--- src/logic/i2cck_pkg.sv ---
// Package for the serial bit-clock and interrupt-flag block.
// Assumes a single 20 MHz reference clock and no register bus.
`default_nettype none
package i2cck_pkg;
   // Reference clock period in ns.
   localparam int I2CCK_REF_PERIOD_NS = 50;
   // Divider and data widths.
   localparam int I2CCK_DIV_W = 16;
   localparam int I2CCK_BYTE_W = 8;
   // Reset values of the divider bytes and of the data buffer.
   localparam logic [7:0] I2CCK_DIV_BYTE_RST = 8'h00;
   localparam logic [7:0] I2CCK_DATA_RST = 8'h00;
   // Least divider value the generator will count with.
   localparam logic [15:0] I2CCK_DIV_MIN = 16'h0002;
   // Clock source select codes.
   localparam logic [1:0] I2CCK_SRC_SUB_MAIN = 2'h2;
   localparam logic [1:0] I2CCK_SRC_SUB_MAIN_ALT = 2'h3;
   // Clock generator states.
   typedef enum logic [1:0] {
      I2CCK_IDLE = 2'b00,
      I2CCK_LOW = 2'b01,
      I2CCK_WAIT = 2'b10,
      I2CCK_HIGH = 2'b11
   } i2cck_state_t;
   // Half of the divider: (div)/2 for even, (div-1)/2 for odd, at least one.
   function automatic logic [15:0] i2cck_half(input logic [15:0] div);
      logic [15:0] h;
      h = {1'b0, div[15:1]};
      i2cck_half = (h == 16'h0000) ? 16'h0001 : h;
   endfunction
endpackage
`default_nettype wire

--- src/logic/i2cck_buf2.sv ---
// Two-entry buffer carrying received bytes to the receive holding register.
// Assumes the shared clock, enable and asynchronous active-low reset.
`default_nettype none
module i2cck_buf2
   import i2cck_pkg::*;
(
   input wire logic clk,
   input wire logic rst_b,
   input wire logic ce,
   input wire logic in_valid,
   output logic in_ready,
   input wire logic [7:0] in_data,
   output logic out_valid,
   input wire logic out_ready,
   output logic [7:0] out_data
);
   logic [7:0] mem_r [2];
   logic [7:0] mem_nxt [2];
   logic rd_r, rd_nxt, wr_r, wr_nxt;
   logic [1:0] cnt_r, cnt_nxt;
   logic push, pop;

   ////////////////////////////////////////////////////////////////////////
   // Pointers wrap over two slots; count gives honest full and empty.
   always_comb begin
      push = in_valid && (cnt_r != 2'h2);
      pop = (cnt_r != 2'h0) && out_ready;
      mem_nxt = mem_r;
      wr_nxt = wr_r;
      rd_nxt = rd_r;
      if (push) begin
         mem_nxt[wr_r] = in_data;
         wr_nxt = ~wr_r;
      end
      if (pop) begin
         rd_nxt = ~rd_r;
      end
      cnt_nxt = cnt_r + {1'b0, push} - {1'b0, pop};
   end

   always_ff @(posedge clk or negedge rst_b) begin
      if (!rst_b) begin
         mem_r <= '{I2CCK_DATA_RST, I2CCK_DATA_RST};
         rd_r <= 1'b0;
         wr_r <= 1'b0;
         cnt_r <= 2'h0;
      end else if (ce) begin
         mem_r <= mem_nxt;
         rd_r <= rd_nxt;
         wr_r <= wr_nxt;
         cnt_r <= cnt_nxt;
      end
   end

   assign in_ready = (cnt_r != 2'h2);
   assign out_valid = (cnt_r != 2'h0);
   assign out_data = mem_r[rd_r];
endmodule
`default_nettype wire

--- src/logic/i2cck_top.sv ---
// Bit-clock generator, clock stretch observation, sub-main clock request
// and interrupt flags of a two-wire serial interface.
// Assumes all inputs synchronous to REF_CLK; SCL is open drain.
`default_nettype none
//
// Operation
// (RULE_01) Master uses generator; slave ignores source select.
// (RULE_02) Bit clock is source over 16-bit divider.
// (RULE_03) Software keeps divider at least four/eight.
// (RULE_04) High and low minimum are half divider.
// (RULE_05) Software meets bus low/high minimum times.
// (RULE_06) Low starts on any low; high waits release.
// (RULE_07) Status shows SCL held low by others.
// (RULE_08) Status also shows own stretching.
// (RULE_09) Status may pulse at rising SCL edges.
// (RULE_10) Request sub-main clock until block idle.
// (RULE_11) No automatic request for auxiliary clock.
// (RULE_12) Slave needs no internal clock; data irqs wake.
// (RULE_13) Two irq lines, per-flag and global enable.
// (RULE_14) Tx-ready and rx-full drive DMA triggers.
// (RULE_15) Tx-ready set when free; cleared by write/NACK.
// (RULE_16) Soft reset holds tx-ready, clears tx enable.
// (RULE_17) Rx-full set on load, cleared on read.
// (RULE_18) Arbitration loss sets flag, drops master select.
// (RULE_19) No-ack flag set on missing ack; START clears.
// (RULE_20) Slave start-addressed flag; STOP clears.
// (RULE_21) Slave stop-detected flag; START clears.
// (RULE_22) Lines merge companion rx and tx flags.
// (RULE_23) Multi-master clear disables own-address compare.
module i2cck_top
   import i2cck_pkg::*;
(
   input wire logic REF_CLK,
   input wire logic RST_B,
   input wire logic CE,
   input wire logic POWER_UP_CLEAR,
   input wire logic SOFT_RESET_HOLD,
   input wire logic I2C_MODE,
   input wire logic MASTER_SET,
   input wire logic MULTI_MASTER_SELECT,
   input wire logic [1:0] CLOCK_SOURCE_SELECT,
   input wire logic [7:0] DIVIDER_BYTE_LOW,
   input wire logic [7:0] DIVIDER_BYTE_HIGH,
   input wire logic DIVIDER_INPUT_CLOCK,
   input wire logic SCL_RUN,
   input wire logic SCL_I,
   output logic SCL_O,
   output logic SCL_OE,
   input wire logic TX_WRITE,
   input wire logic [7:0] TX_DATA,
   input wire logic TX_LOAD,
   output logic [7:0] TX_SHIFT_DATA,
   input wire logic RX_VALID,
   output logic RX_READY,
   input wire logic [7:0] RX_DATA,
   input wire logic RX_READ,
   output logic [7:0] RX_HOLDING_BUFFER,
   input wire logic ACK_MISSING,
   input wire logic ARB_LOST,
   input wire logic START_SEEN,
   input wire logic STOP_SEEN,
   input wire logic OWN_ADDR_MATCH,
   input wire logic BUSY,
   input wire logic TX_IRQ_ENABLE,
   input wire logic RX_IRQ_ENABLE,
   input wire logic [3:0] STATE_IRQ_ENABLE,
   input wire logic GLOBAL_IRQ_ENABLE,
   input wire logic COMPANION_RX_FLAG,
   input wire logic COMPANION_TX_FLAG,
   output logic MASTER_SELECT,
   output logic ADDR_COMPARE_EN,
   output logic SCL_HELD_LOW_STATUS,
   output logic SUB_MAIN_CLOCK_REQ,
   output logic TX_READY_FLAG,
   output logic RX_FULL_FLAG,
   output logic ARB_LOST_FLAG,
   output logic NO_ACK_FLAG,
   output logic START_ADDRESSED_FLAG,
   output logic STOP_DETECTED_FLAG,
   output logic DMA_TX_TRIG,
   output logic DMA_RX_TRIG,
   output logic IRQ_DATA,
   output logic IRQ_STATE
);
   // Clear from power-up or soft reset; soft reset only while held.
   logic clr;
   assign clr = POWER_UP_CLEAR || SOFT_RESET_HOLD;

   ////////////////////////////////////////////////////////////////////////
   // Bit-clock generator. Counts divider-input ticks; a tick is the clock
   // source selected outside, sampled as a one-cycle enable.
   i2cck_state_t st_r, st_nxt;
   logic [15:0] cnt_r, cnt_nxt;
   logic drive_low_r, drive_low_nxt;
   logic [15:0] div, half;
   logic stretch;

   always_comb begin
      div = {DIVIDER_BYTE_HIGH, DIVIDER_BYTE_LOW}; // [RULE_02]
      half = i2cck_half((div < I2CCK_DIV_MIN) ? I2CCK_DIV_MIN : div); // [RULE_04]
      stretch = (TX_READY_FLAG && !TX_WRITE && BUSY) || (RX_FULL_FLAG && BUSY);
      st_nxt = st_r;
      cnt_nxt = cnt_r;
      drive_low_nxt = drive_low_r;
      if (clr || !MASTER_SELECT || !SCL_RUN) begin
         // Slave mode leaves the generator and source select unused.
         st_nxt = I2CCK_IDLE; // [RULE_01]
         cnt_nxt = 16'h0000;
         // A slave holds SCL low too while its buffers wait on software.
         drive_low_nxt = stretch && !clr;
      end else begin
         unique case (st_r)
            I2CCK_IDLE: begin
               st_nxt = I2CCK_LOW;
               cnt_nxt = 16'h0000;
               drive_low_nxt = 1'b1;
            end
            I2CCK_LOW: begin
               cnt_nxt = DIVIDER_INPUT_CLOCK ? cnt_r + 16'h0001 : cnt_r;
               if (DIVIDER_INPUT_CLOCK && (cnt_r + 16'h0001 >= half) && !stretch) begin
                  st_nxt = I2CCK_WAIT; // Released; wait for the wire.
                  drive_low_nxt = 1'b0;
               end
            end
            I2CCK_WAIT: begin
               if (SCL_I) begin // [RULE_06]
                  st_nxt = I2CCK_HIGH;
                  cnt_nxt = 16'h0000;
               end
            end
            I2CCK_HIGH: begin
               cnt_nxt = DIVIDER_INPUT_CLOCK ? cnt_r + 16'h0001 : cnt_r;
               // Another device pulling low cuts our high short.
               if (!SCL_I || (DIVIDER_INPUT_CLOCK && (cnt_r + 16'h0001 >= half))) begin
                  st_nxt = I2CCK_LOW; // [RULE_06]
                  cnt_nxt = 16'h0000;
                  drive_low_nxt = 1'b1;
               end
            end
         endcase
      end
   end

   always_ff @(posedge REF_CLK or negedge RST_B) begin
      if (!RST_B) begin
         st_r <= I2CCK_IDLE;
         cnt_r <= 16'h0000;
         drive_low_r <= 1'b0;
      end else if (CE) begin
         st_r <= st_nxt;
         cnt_r <= cnt_nxt;
         drive_low_r <= drive_low_nxt;
      end
   end

   ////////////////////////////////////////////////////////////////////////
   // Receive path with a two-entry buffer so a late read loses no byte.
   logic buf_valid, buf_ready, buf_pop;
   logic [7:0] buf_data;
   logic [7:0] rxh_r, rxh_nxt;
   logic rxf_r, rxf_nxt;

   i2cck_buf2 u_rxbuf (
      .clk(REF_CLK),
      .rst_b(RST_B),
      .ce(CE),
      .in_valid(RX_VALID),
      .in_ready(buf_ready),
      .in_data(RX_DATA),
      .out_valid(buf_valid),
      .out_ready(buf_pop),
      .out_data(buf_data)
   );

   always_comb begin
      buf_pop = buf_valid && (!rxf_r || RX_READ) && !clr;
      rxh_nxt = buf_pop ? buf_data : rxh_r;
      // Load wins over a same-cycle read; a clear beats both.
      rxf_nxt = !clr && (buf_pop || (rxf_r && !RX_READ)); // [RULE_17]
   end

   ////////////////////////////////////////////////////////////////////////
   // Flags and master select. Flag sets win over the automatic clears; arbitration loss beats MASTER_SET.
   logic txr_r, txr_nxt, mst_r, mst_nxt;
   logic al_r, al_nxt, na_r, na_nxt, sa_r, sa_nxt, sp_r, sp_nxt;
   logic [7:0] txd_r, txd_nxt;

   always_comb begin
      txd_nxt = TX_WRITE ? TX_DATA : txd_r;
      txr_nxt = txr_r;
      if (clr) begin
         txr_nxt = I2C_MODE; // [RULE_16]
      end else if (TX_LOAD) begin
         txr_nxt = 1'b1; // Buffer moved to shifter, room again. [RULE_15]
      end else if (TX_WRITE || ACK_MISSING) begin
         txr_nxt = 1'b0; // [RULE_15]
      end
      mst_nxt = !clr && !ARB_LOST && (mst_r || MASTER_SET)
                && !(mst_r && OWN_ADDR_MATCH && MULTI_MASTER_SELECT); // [RULE_18]
      al_nxt = !clr && (al_r || ARB_LOST || (mst_r && OWN_ADDR_MATCH
               && MULTI_MASTER_SELECT)); // [RULE_18]
      na_nxt = !clr && (ACK_MISSING || (na_r && !START_SEEN)); // [RULE_19]
      sa_nxt = !clr && ((!mst_r && START_SEEN && OWN_ADDR_MATCH) // [RULE_20]
               || (sa_r && !STOP_SEEN));
      sp_nxt = !clr && ((!mst_r && STOP_SEEN) || (sp_r && !START_SEEN)); // [RULE_21]
   end

   always_ff @(posedge REF_CLK or negedge RST_B) begin
      if (!RST_B) begin
         rxh_r <= I2CCK_DATA_RST;
         rxf_r <= 1'b0;
         txd_r <= I2CCK_DATA_RST;
         txr_r <= 1'b0;
         mst_r <= 1'b0;
         al_r <= 1'b0;
         na_r <= 1'b0;
         sa_r <= 1'b0;
         sp_r <= 1'b0;
      end else if (CE) begin
         rxh_r <= rxh_nxt;
         rxf_r <= rxf_nxt;
         txd_r <= txd_nxt;
         txr_r <= txr_nxt;
         mst_r <= mst_nxt;
         al_r <= al_nxt;
         na_r <= na_nxt;
         sa_r <= sa_nxt;
         sp_r <= sp_nxt;
      end
   end

   ////////////////////////////////////////////////////////////////////////
   // Registered outputs: status, clock request, irq lines and triggers.
   logic sts_nxt, req_nxt, irqd_nxt, irqs_nxt, txie_eff, rxie_eff, smsrc;
   logic [3:0] st_flags;

   always_comb begin
      // Released by us yet low on the wire, or stretching ourselves;
      // the wire lags our release, so a short pulse at rising edges is normal.
      sts_nxt = (mst_r && !drive_low_r && !SCL_I)
                || (drive_low_r && stretch); // [RULE_07] [RULE_08] [RULE_09]
      // Only the sub-main source codes raise a request; auxiliary never does.
      smsrc = (CLOCK_SOURCE_SELECT == I2CCK_SRC_SUB_MAIN)
              || (CLOCK_SOURCE_SELECT == I2CCK_SRC_SUB_MAIN_ALT); // [RULE_11]
      req_nxt = !clr && mst_r && smsrc && (BUSY || st_r != I2CCK_IDLE); // [RULE_10] [RULE_12]
      txie_eff = TX_IRQ_ENABLE && !clr; // [RULE_16]
      rxie_eff = RX_IRQ_ENABLE && !clr; // [RULE_17]
      st_flags = {sp_nxt, sa_nxt, na_nxt, al_nxt};
      irqd_nxt = GLOBAL_IRQ_ENABLE && ((txr_nxt && txie_eff) || (rxf_nxt && rxie_eff)
                 || COMPANION_TX_FLAG); // [RULE_13] [RULE_22]
      irqs_nxt = GLOBAL_IRQ_ENABLE && (|(st_flags & STATE_IRQ_ENABLE)
                 || COMPANION_RX_FLAG); // [RULE_13] [RULE_22]
   end

   always_ff @(posedge REF_CLK or negedge RST_B) begin
      if (!RST_B) begin
         SCL_O <= 1'b0;
         SCL_OE <= 1'b0;
         SCL_HELD_LOW_STATUS <= 1'b0;
         SUB_MAIN_CLOCK_REQ <= 1'b0;
         IRQ_DATA <= 1'b0;
         IRQ_STATE <= 1'b0;
         DMA_TX_TRIG <= 1'b0;
         DMA_RX_TRIG <= 1'b0;
         TX_READY_FLAG <= 1'b0;
         RX_FULL_FLAG <= 1'b0;
         ARB_LOST_FLAG <= 1'b0;
         NO_ACK_FLAG <= 1'b0;
         START_ADDRESSED_FLAG <= 1'b0;
         STOP_DETECTED_FLAG <= 1'b0;
         MASTER_SELECT <= 1'b0;
         ADDR_COMPARE_EN <= 1'b0;
         RX_READY <= 1'b0;
         RX_HOLDING_BUFFER <= I2CCK_DATA_RST;
         TX_SHIFT_DATA <= I2CCK_DATA_RST;
      end else if (CE) begin
         SCL_O <= 1'b0;
         SCL_OE <= drive_low_nxt; // Open drain: enable means pull low.
         SCL_HELD_LOW_STATUS <= sts_nxt;
         SUB_MAIN_CLOCK_REQ <= req_nxt;
         IRQ_DATA <= irqd_nxt;
         IRQ_STATE <= irqs_nxt;
         DMA_TX_TRIG <= txr_nxt; // [RULE_14]
         DMA_RX_TRIG <= rxf_nxt; // [RULE_14]
         TX_READY_FLAG <= txr_nxt;
         RX_FULL_FLAG <= rxf_nxt;
         ARB_LOST_FLAG <= al_nxt;
         NO_ACK_FLAG <= na_nxt;
         START_ADDRESSED_FLAG <= sa_nxt;
         STOP_DETECTED_FLAG <= sp_nxt;
         MASTER_SELECT <= mst_nxt;
         ADDR_COMPARE_EN <= MULTI_MASTER_SELECT; // [RULE_23]
         RX_READY <= buf_ready;
         RX_HOLDING_BUFFER <= rxh_nxt;
         TX_SHIFT_DATA <= txd_nxt;
      end
   end
endmodule
`default_nettype wire

--- config.mk ---
export PLATFORM = sky130hd
export DESIGN_NAME = i2cck_top
export DESIGN_NICKNAME = d
export VERILOG_FILES = /design/src/logic/i2cck_pkg.sv /design/src/logic/i2cck_buf2.sv /design/src/logic/i2cck_top.sv
export SDC_FILE = /design/constraint.sdc
export NUM_CORES = 1
export LEC_CHECK = 0
export BUFFER_PORTS_ARGS = -buffer_cell sky130_fd_sc_hd__buf_2
export CORE_ASPECT_RATIO = 1.2
export CORE_UTILIZATION = 58
export DETAILED_ROUTE_END_ITERATION = 10
export PLACE_DENSITY_LB_ADDON = 0.3
export SETUP_SLACK_MARGIN = 0.15
export SLEW_MARGIN = 5
export SYNTH_ARGS = -nofsm -noshare
export SYNTH_HDL_FRONTEND = slang
export SYNTH_SLANG_ARGS = --single-unit
--- constraint.sdc ---
create_clock -name REF_CLK -period 5.7 [get_ports REF_CLK]
set_input_delay 0.285 -clock REF_CLK [delete_from_list [all_inputs] [get_ports REF_CLK]]
set_output_delay 0.285 -clock REF_CLK [all_outputs]
set_load 0.02 [all_outputs]
==> results.yml, run 1 <==
global_routing:
  groute.usage.overall_pct: 24.99
  antenna_found_initial: 0
  via_count_of_the_first_global_routing_pass: 3049
  pin_count_of_the_biggest_net_entering_global_routing: 69
  grt-ovfl-total: 0
  grt_first_pass_wirelength_microns: 13680
logic_synthesis:
  synth_seq_cells: 68
  yosysSeqAreaShare_pct: 44.29
  synth_warnings: 0
  syn_nets: 466
  netlist.area_leader.share_pct: 44.29
  netlist_top_cells_area: "dfrtp_1 44%, mux2_2 7.9%, ha_1 7.2%, nand2_1 3.4%, inv_1 3.3%"
  synth_area_sq_mm: 0.003842
  synth-main-ff-cell: "dfrtp_1"
  synth_enable_flop_cells: 0
  post_synth_most_frequent_cells: "68 x dfrtp_1, 35 x nand2_1, 34 x inv_1"
  syn_inst: 380
  synth_largest_area_cell: "dfrtp_1"
  synthMostInstantiatedCell: "dfrtp_1"
  count_of_distinct_cell_types_in_the_synthesized_netlist: 61
  ys_async_sr_fraction_pct: 100.0
  synth_area_per_cell_sq_um: 10.11
finish:
  area_growth_syn_to_layout_pct: 18.85
  drive_above_1_share_pct: 31.92
  design.final.nets: 554
  postLayoutCoreUtil_pct: 71.29
  antenna_cells: 0
cts:
  cts_setup_buffers: 0
  tritoncts.num_buffers: 9
  cts_htree_levels: 3
  number_of_buffers_on_the_longest_clock_path: 2
  cts_tree: "built"
  clk_root_buffer_cell: "clkbuf_8"
  clock-sinks: 68
  worstSkewPairLatency_ns: 0.34
  clk_pin_slew_ns: 0.08
  holdBufCountCts: 0
  post_cts_resized: 0
power_and_ir_drop:
  static-leakage-power_nw: 2.314
  power_density_mw_per_mm2: 328.9
  post-layout-total-power_w: 0.001502
  ir_drop_mv: 0.1959
routing:
  detail_route.wirelength_microns: 8004
  detailroute.via_count: 3129
  post_detailed_route_drc_marker_count: 0
  detail_route.iter0.violations: 171
  antenna_violating_nets_post_route: 0
  post_drt_via_cell_ratio: 5.608
  detail_route.wl_per_cell_microns: 14.34
  drt-pass1-iter-count: 6
critical_path:
  critPathKind: "reg2reg"
  slowest_stage: "o41ai_4"
  critPathRequiredTime_ns: 5.96
  count_of_buffering_cells_on_the_critical_path_with_inverters_included: 0
  worstRegToRegCells: 13
  startpoint_type: "flip-flop"
  cp_data_arrival_time_ns: 4.05
  critical_path.reg2reg.endpoint: "cnt_r[2]$_DFFE_PN0P_"
  setup.reg_to_reg.worst_slack_ns: 1.91
  rr_startpoint: "cnt_r[2]$_DFFE_PN0P_"
  timing.critical_path.cells: "nand3_1 > nor2_1 > nand3_1 > nor2_1 > xor2_1 > ha_1 > a21o_1 > a21oi_1 > o21ai_1 > o41ai_4 > and2_4 > nand2b_1 > a41oi_2"
  critPathTopFamily: "simple AND/OR/NAND/NOR gates"
  crit_path_max_cell_delay_ns: 0.58
  crit_fanout: 13
  crit_path_end_kind: "flip-flop"
die:
  pin_count: 97
  placeableCoreArea_sq_mm: 0.006406
  fp-row-count: 32
  starting_density_of_the_core_pct: 59.98
  die_width_microns: 76.30
  die_height_microns: 91.16
  die-area_sq_mm: 0.006956
sta:
  setup_total_negative_slack_ns: 0
  grt_setup_unrepaired: "no"
  max_slew_margin_pct: 44.41
  final_critical_period_ns: 3.792
  tightestPinTransition_ns: 0.8339
  worst_setup_slack_after_layout_ns: 1.908
  setup-violations-final: 0
  final_worst_clock_skew_ns: 0.007996
  hold_ws_ns: 0.1167
  number_of_max_slew_violations_in_the_final_report: 0
  max_clock_freq_ghz: 0.2637
  timing_hold_violations_final: 0
  layout_worst_path_cycle_share_pct: 66.53
job:
  max_capacitance_violation_count: 0
place:
  dp_worst_setup_slack_ns: 1.943
  port_buffers: 93
  gp_congestion: 0.8552
  dpl.hpwl_microns: 5913
min_path:
  hp-class: "in2async"
run_status:
  outcome: "completed"
-- cell families after synthesis --
group / after synthesis / synth area share [%]
multiplexers: 35 / 9.997
other: 1 / 0.09759
AO/OA/AOI/OAI: 85 / 15.47
flip-flops: 68 / 44.29
AND/OR/NAND/NOR: 101 / 13.32
buffers and inverters: 51 / 5.601
adder cells (fa/ha/maj): 22 / 7.164
XOR/XNOR: 17 / 4.071
-- stage by stage --
stage	cells	cell area, sq um
after floorplan	380	3842
after global placement	542	4334
after detailed placement	542	4334
after CTS	558	4567
after global routing	558	4567
final	558	4567
-- power breakdown --
group	total, W	internal, W	switching (W)
combinational	0.000372	0.000176	0.000197
sequential	0.000677	0.000598	0.0000781
clock	0.000453	0.000262	0.000192
-- flip-flops by register name, summed over array words and instances, names as in the netlist --
name	cells
ADDR_COMPARE_EN	1
ARB_LOST_FLAG	1
DMA_RX_TRIG	1
DMA_TX_TRIG	1
IRQ_DATA	1
IRQ_STATE	1
MASTER_SELECT	1
NO_ACK_FLAG	1
RX_HOLDING_BUFFER	8
RX_READY	1
SCL_HELD_LOW_STATUS	1
SCL_OE	1
START_ADDRESSED_FLAG	1
STOP_DETECTED_FLAG	1
SUB_MAIN_CLOCK_REQ	1
TX_SHIFT_DATA	8
cnt_r	16
st_r	2
u_rxbuf.cnt_r	2
u_rxbuf.mem_r	16
u_rxbuf.rd_r	1
u_rxbuf.wr_r	1
-- layout by cell type, fill, tap and decap left out, drive strengths merged, types with 3 or more instances in the layout --
| master | instances |
|---|---|
| nor2 | 19 |
| mux2i | 8 |
| ha | 22 |
| nor2b | 3 |
| o211ai | 3 |
| or3 | 3 |
| or2 | 3 |
| xor2 | 9 |
| o22ai | 3 |
| nor3 | 4 |
| mux2 | 27 |
| clkbuf | 10 |
| inv | 35 |
| o31ai | 5 |
| a22o | 9 |
| nand2b | 3 |
| dfrtp | 68 |
| nor4 | 4 |
| o21ai | 26 |
| a31oi | 4 |
| nand4 | 5 |
| nand3 | 12 |
| buf | 94 |
| a21oi | 17 |
| and3 | 5 |
| nand2 | 36 |
| clkinv | 3 |
| xnor2 | 8 |
-- layer usage --
| layer | track usage (%) | share of wire, % | vias up | routed length (microns) |
|---|---|---|---|---|
| met2 | 44.89 | 53 | 87 | 4273 |
| met4 | 11.22 | 1.6 | 0 | 125 |
| met5 | 0 | 0 | - | 0 |
| met3 | 3.518 | 4.2 | 12 | 333 |
| met1 | 29.44 | 41 | 1515 | 3273 |
| li1 | - | - | 1515 | - |
-- area by class of cell --
cell class	count	area (sq um)
flip-flops and latches	68	1702
fillers	494	1839
inverters	34	127.6
well taps	85	106.4
multi-input cells	261	1926
clock buffers	10	137.6
repair buffers	94	473.0
clock inverters	6	95.09
-- worst max path at each step --
| stage | startpoint | end | slack, ns | cells past startpoint |
|---|---|---|---|---|
| floorplan | cnt_r[0]$_DFFE_PN0P_ | cnt_r[13]$_DFFE_PN0P_ | 2.52 | 14 |
| global placement | cnt_r[2]$_DFFE_PN0P_ | cnt_r[2]$_DFFE_PN0P_ | 2.03 | 13 |
| global route | cnt_r[0]$_DFFE_PN0P_ | cnt_r[2]$_DFFE_PN0P_ | 1.68 | 13 |
| finish | cnt_r[2]$_DFFE_PN0P_ | cnt_r[2]$_DFFE_PN0P_ | 1.91 | 13 |
| detailed placement | cnt_r[2]$_DFFE_PN0P_ | cnt_r[2]$_DFFE_PN0P_ | 1.94 | 13 |
| CTS | cnt_r[2]$_DFFE_PN0P_ | cnt_r[2]$_DFFE_PN0P_ | 1.91 | 13 |
-- worst register-to-register path: stages, from the launching register on --
cell and delay, ns:
dfrtp_1 0.48, nand3_1 0.24, nor2_1 0.36, nand3_1 0.27, nor2_1 0.22, xor2_1 0.21, ha_1 0.27, a21o_1 0.18
a21oi_1 0.12, o21ai_1 0.14, o41ai_4 0.59, and2_4 0.35, nand2b_1 0.09, a41oi_2 0.18
Note: power is estimated with default switching activity, not from simulation.
==> run 2: changes to the inputs <==
CORE_UTILIZATION = 54   (was 58)
clock period = 3.7 ns   (was 5.7 ns; I/O delays follow)
==> results.yml, run 2 (synthesized netlist as in run 1, its figures left out) <==
run_status:
  outcome: "completed"
critical_path:
  path_depth: 14
  crit_fanout: 6
  cp_data_arrival_time_ns: 3.70
  count_of_buffering_cells_on_the_critical_path_with_inverters_included: 2
  critical_path.reg2reg.endpoint: "cnt_r[13]$_DFFE_PN0P_"
  startpoint_type: "flip-flop"
  worstRegToRegCells: 14
  critPathRequiredTime_ns: 3.93
  critPathMostFrequentCell: "buf_4"
  timing.critical_path.cells: "ha_2 > nand2_1 > or3_4 > nor3_1 > xor2_1 > ha_1 > nand3_1 > a2111o_1 > a21oi_2 > o41ai_4 > buf_4 > and2_4 > buf_4 > a22o_1"
  critPathKind: "reg2reg"
  critPathTopFamily: "simple AND/OR/NAND/NOR gates"
  slowest_stage: "or3_4"
  setup.reg_to_reg.worst_slack_ns: 0.23
  crit_path_max_cell_delay_ns: 0.42
  crit_path_end_kind: "flip-flop"
  rr_startpoint: "cnt_r[1]$_DFFE_PN0P_"
sta:
  max_slew_margin_pct: 47.19
  worst_setup_slack_after_layout_ns: 0.2305
  final_worst_clock_skew_ns: 0.006879
  final_critical_period_ns: 3.470
  tightestPinTransition_ns: 0.7922
  layout_worst_path_cycle_share_pct: 93.77
  timing_hold_violations_final: 0
  number_of_max_slew_violations_in_the_final_report: 0
  setup-violations-final: 0
  max_clock_freq_ghz: 0.2882
  grt_setup_unrepaired: "yes"
  setup_total_negative_slack_ns: 0
global_routing:
  grt-ovfl-total: 0
  pin_count_of_the_biggest_net_entering_global_routing: 39
  grt_first_pass_wirelength_microns: 13080
  antenna_found_initial: 0
  via_count_of_the_first_global_routing_pass: 2959
  groute.usage.overall_pct: 22.83
cts:
  clk_pin_slew_ns: 0.08
  cts_htree_levels: 3
  clk_root_buffer_cell: "clkbuf_8"
  cts_tree: "built"
  clock-sinks: 68
  worstSkewPairLatency_ns: 0.34
  tritoncts.num_buffers: 9
  number_of_buffers_on_the_longest_clock_path: 2
place:
  port_buffers: 93
  postPlaceCellArea_sq_mm: 0.004352
  gp_congestion: 0.7896
  dpl.hpwl_microns: 5950
  dp_worst_setup_slack_ns: 0.1157
routing:
  detailroute.via_count: 3147
  antenna_violating_nets_post_route: 0
  post_drt_via_cell_ratio: 5.531
  detail_route.iter0.violations: 116
  detail_route.wl_per_cell_microns: 14.19
  drt-pass1-iter-count: 4
  post_detailed_route_drc_marker_count: 0
  detail_route.wirelength_microns: 8074
die:
  die_height_microns: 94.41
  starting_density_of_the_core_pct: 56.06
  fp-row-count: 33
  placeableCoreArea_sq_mm: 0.006854
  die_width_microns: 79.01
  pin_count: 97
  die-area_sq_mm: 0.007458
finish:
  area_growth_syn_to_layout_pct: 19.99
  mostFrequentLayoutCells: "93 x buf_2, 67 x dfrtp_1, 35 x nand2_1, 34 x inv_1, 27 x mux2_2"
  antenna_cells: 0
  design.final.nets: 563
  fin_area_sq_mm: 0.004611
  drive_above_1_share_pct: 33.61
  postLayoutCoreUtil_pct: 67.27
  layout_top_registers: "cnt_r: 16 flops, u_rxbuf.mem_r: 16 flops"
  layout_commonest_cell: "buf_2"
power_and_ir_drop:
  power_density_mw_per_mm2: 480.0
  comb_power_share_pct: 25.8
  power_report.internal_total_w: 0.001505
  share_seq_of_total_power_pct: 47.2
  total_switching_power_w: 0.0007080
  static-leakage-power_nw: 2.330
  ir_drop_mv: 0.2679
  switching_share_pct: 31.99
  p_clk_share_pct: 27.0
job:
  max_capacitance_violation_count: 0
min_path:
  hold_path_startpoint: "TX_DATA[6]"
  hold_depth: 2
  hp-class: "in2reg"
  hold_end: "TX_SHIFT_DATA[6]$_DFFE_PN0P_"
==> run 2: cell types whose count changed in the layout (fill, tap and decap cells not counted), moves of 2 or more <==
cell,before,now
clkinv_2,0,2
buf_4,1,8
clkinv_4,3,0
clkinvlp_4,0,2
==> run 2: routing by layer <==
layer	vias to the layer above	global-route usage, %	share of wire (%)	routed length (microns)
met5	-	0	0	0
met4	0	9.242	1.1	85
met3	7	4.734	4.9	397
met2	84	40.88	51	4135
met1	1523	26.44	43	3456
li1	1533	-	-	-
==> run 2: worst max path at each step <==
stage	startpoint	end	slack, ns
2_1_floorplan	cnt_r[0]$_DFFE_PN0P_	cnt_r[13]$_DFFE_PN0P_	0.52
3_3_place_gp	cnt_r[0]$_DFFE_PN0P_	cnt_r[2]$_DFFE_PN0P_	0.19
3_5_place_dp	cnt_r[0]$_DFFE_PN0P_	cnt_r[2]$_DFFE_PN0P_	0.12
4_1_cts	cnt_r[0]$_DFFE_PN0P_	cnt_r[2]$_DFFE_PN0P_	0.15
5_1_grt	cnt_r[1]$_DFFE_PN0P_	cnt_r[13]$_DFFE_PN0P_	0.12
6_report	cnt_r[1]$_DFFE_PN0P_	cnt_r[13]$_DFFE_PN0P_	0.23
==> run 2: cell type report <==
type | instances | area [sq um]
fill | 579 | 2243
multi-input combinational | 262 | 1944
sequential | 68 | 1703
timing repair buffer | 102 | 535.5
clock buffer | 10 | 127.6
inverter | 34 | 127.6
tap | 87 | 108.9
clock inverter | 6 | 63.81
==> run 2: worst register-to-register path: stages, from the launching register on <==
cell and delay (ns):
dfrtp_1 0.40, ha_2 0.24, nand2_1 0.09, or3_4 0.42, nor3_1 0.26, xor2_1 0.14, ha_1 0.32, nand3_1 0.08
a2111o_1 0.31, a21oi_2 0.23, o41ai_4 0.13, buf_4 0.17, and2_4 0.18, buf_4 0.15, a22o_1 0.22
==> run 2: stage by stage <==
step / hold slack, ns / std cells / power (W)
CTS: 0.06114 / 564 / 0.002231
global placement: 0.3040 / 546 / 0.001595
floorplan: -0.1106 / 380 / 0.001436
detailed placement: 0.3072 / 546 / 0.001634
finish: 0.07183 / 569 / 0.002213
global route: 0.06613 / 569 / 0.002343
==> run 2: power groups by stage <==
stage	logic [W]	clock network [W]	registers, W
floorplan	0.000337	0	0.00110
global placement	0.000551	0	0.00104
detailed placement	0.000574	0	0.00106
CTS	0.000578	0.000607	0.00105
global route	0.000631	0.000639	0.00107
finish	0.000570	0.000598	0.00104
==> run 2: repair_timing <==
item                       CTS  global route
resized for setup            0             4
setup buffers                1             4
hold buffers                 1             0
setup endpoints to repair    2            17
hold endpoints to repair    34             0
pin swaps                    1             3
gates cloned                 0             1
==> run 3: changes to the inputs <==
RECOVER_POWER = 50   (was not set)
==> results.yml, run 3 (synthesized netlist as in run 1, its figures left out) <==
routing:
  detailroute.via_count: 3145
  detail_route.wl_per_cell_microns: 14.21
  detail_route.wirelength_microns: 8084
  antenna_violating_nets_post_route: 0
  post_detailed_route_drc_marker_count: 0
  drt-pass1-iter-count: 4
  detail_route.iter0.violations: 123
  post_drt_via_cell_ratio: 5.527
finish:
  layout_top_registers: "cnt_r: 16 flops, u_rxbuf.mem_r: 16 flops"
  drive_above_1_share_pct: 26.56
  mostFrequentLayoutCells: "67 x dfrtp_1, 59 x buf_2, 35 x nand2_1, 35 x clkbuf_1, 34 x inv_1"
  design.final.nets: 563
  antenna_cells: 0
  layout_commonest_cell: "dfrtp_1"
  area_growth_syn_to_layout_pct: 18.89
  postLayoutCoreUtil_pct: 66.65
sta:
  tightestPinTransition_ns: 1.895
  number_of_max_slew_violations_in_the_final_report: 75
  final_critical_period_ns: 3.457
  grt_setup_unrepaired: "yes"
  setup_total_negative_slack_ns: 0
  final_worst_clock_skew_ns: 0.006634
  setup-violations-final: 0
  timing_hold_violations_final: 0
  max_clock_freq_ghz: 0.2893
  max_slew_margin_pct: -26.36
  layout_worst_path_cycle_share_pct: 93.44
power_and_ir_drop:
  ir_drop_mv: 0.2682
  static-leakage-power_nw: 2.218
  power_density_mw_per_mm2: 480.1
  post-layout-total-power_w: 0.002193
critical_path:
  critPathKind: "reg2reg"
  cp_data_arrival_time_ns: 3.69
  crit_path_max_cell_delay_ns: 0.42
  timing.critical_path.cells: "ha_2 > nand2_1 > or3_4 > nor3_1 > xor2_1 > ha_1 > nand3_1 > a2111o_1 > a21oi_2 > o41ai_4 > buf_4 > and2_4 > buf_4 > a22o_1"
  critPathRequiredTime_ns: 3.93
  path_depth: 14
  worstRegToRegCells: 14
  count_of_buffering_cells_on_the_critical_path_with_inverters_included: 2
  critPathMostFrequentCell: "buf_4"
  crit_path_end_kind: "flip-flop"
  critPathTopFamily: "simple AND/OR/NAND/NOR gates"
  crit_fanout: 6
  startpoint_type: "flip-flop"
  slowest_stage: "or3_4"
cts:
  cts_tree: "built"
  clk_root_buffer_cell: "clkbuf_8"
  worstSkewPairLatency_ns: 0.34
  tritoncts.num_buffers: 9
  clock-sinks: 68
  cts_htree_levels: 3
  clk_pin_slew_ns: 0.08
  number_of_buffers_on_the_longest_clock_path: 2
die:
  pin_count: 97
  fp-row-count: 33
  starting_density_of_the_core_pct: 56.06
  placeableCoreArea_sq_mm: 0.006854
  die_width_microns: 79.01
  die-area_sq_mm: 0.007458
  die_height_microns: 94.41
min_path:
  hp-class: "in2reg"
  hold_depth: 2
global_routing:
  grt_use_met1_pct: 26.44
  grt_first_pass_wirelength_microns: 13080
  gr-usage-met2_pct: 40.88
  globalRoute.busiestLayer: "met2"
  pin_count_of_the_biggest_net_entering_global_routing: 39
  grt-ovfl-total: 0
  grt.met3_usage_pct: 4.734
  groute.usage.overall_pct: 22.83
  via_count_of_the_first_global_routing_pass: 2959
  antenna_found_initial: 0
place:
  dpl.hpwl_microns: 5950
  gp_congestion: 0.7896
  port_buffers: 93
run_status:
  outcome: "finished, violations left"
  failing_checks: "capacitance limit, slew limit"
job:
  max_capacitance_violation_count: 2
-- run 3: power by group --
group	internal (W)	switching, W
clock	0.000311	0.000285
sequential	0.000923	0.000124
combinational	0.000252	0.000298
-- run 3: worst paths after layout --
path	from	endpoint	slack (ns)
max reg2reg	cnt_r[1]$_DFFE_PN0P_	cnt_r[13]$_DFFE_PN0P_	0.24
min in group asynchronous	RST_B	NO_ACK_FLAG$_DFFE_PN0P_	0.91
min	TX_DATA[6]	TX_SHIFT_DATA[6]$_DFFE_PN0P_	0.07
max in group asynchronous	RST_B	u_rxbuf.mem_r[5]$_DFFE_PN0P_	1.50
min reg2reg	RX_HOLDING_BUFFER[6]$_DFFE_PN0P_	RX_HOLDING_BUFFER[6]$_DFFE_PN0P_	0.48
max	cnt_r[1]$_DFFE_PN0P_	cnt_r[13]$_DFFE_PN0P_	0.24
-- run 3: timing repair --
action	4_1_cts	5_1_grt
pin swaps	1	3
cloned	0	1
buffers inserted	1	4
hold buffers	1	0
resized for setup	0	4
setup endpoints to repair	2	17
hold endpoints to repair	34	0
-- run 3: through the flow --
step | hold slack (ns) | cells | setup WS [ns] | area, sq um
floorplan | -0.1106 | 380 | 0.5221 | 3842
global placement | 0.3040 | 546 | 0.1884 | 4352
detailed placement | 0.3072 | 546 | 0.1157 | 4352
CTS | 0.06114 | 564 | 0.1526 | 4561
global route | 0.06613 | 569 | 0.07625 | 4568
finish | 0.07303 | 569 | 0.2428 | 4568
-- run 3: layer usage --
metal | part of all wire, % | vias to the layer above
met4 | 1.1 | 0
met2 | 51 | 84
met3 | 5.1 | 7
met1 | 43 | 1518
li1 | - | 1536
met5 | 0 | -
-- run 3: cell type report --
type | count | area, sq um
fillers | 600 | 2286
clock inverters | 6 | 63.81
inverters | 34 | 127.6
multi-input cells | 262 | 1944
flip-flops and latches | 68 | 1703
clock buffers | 10 | 127.6
well taps | 87 | 108.9
repair buffers | 102 | 493.0
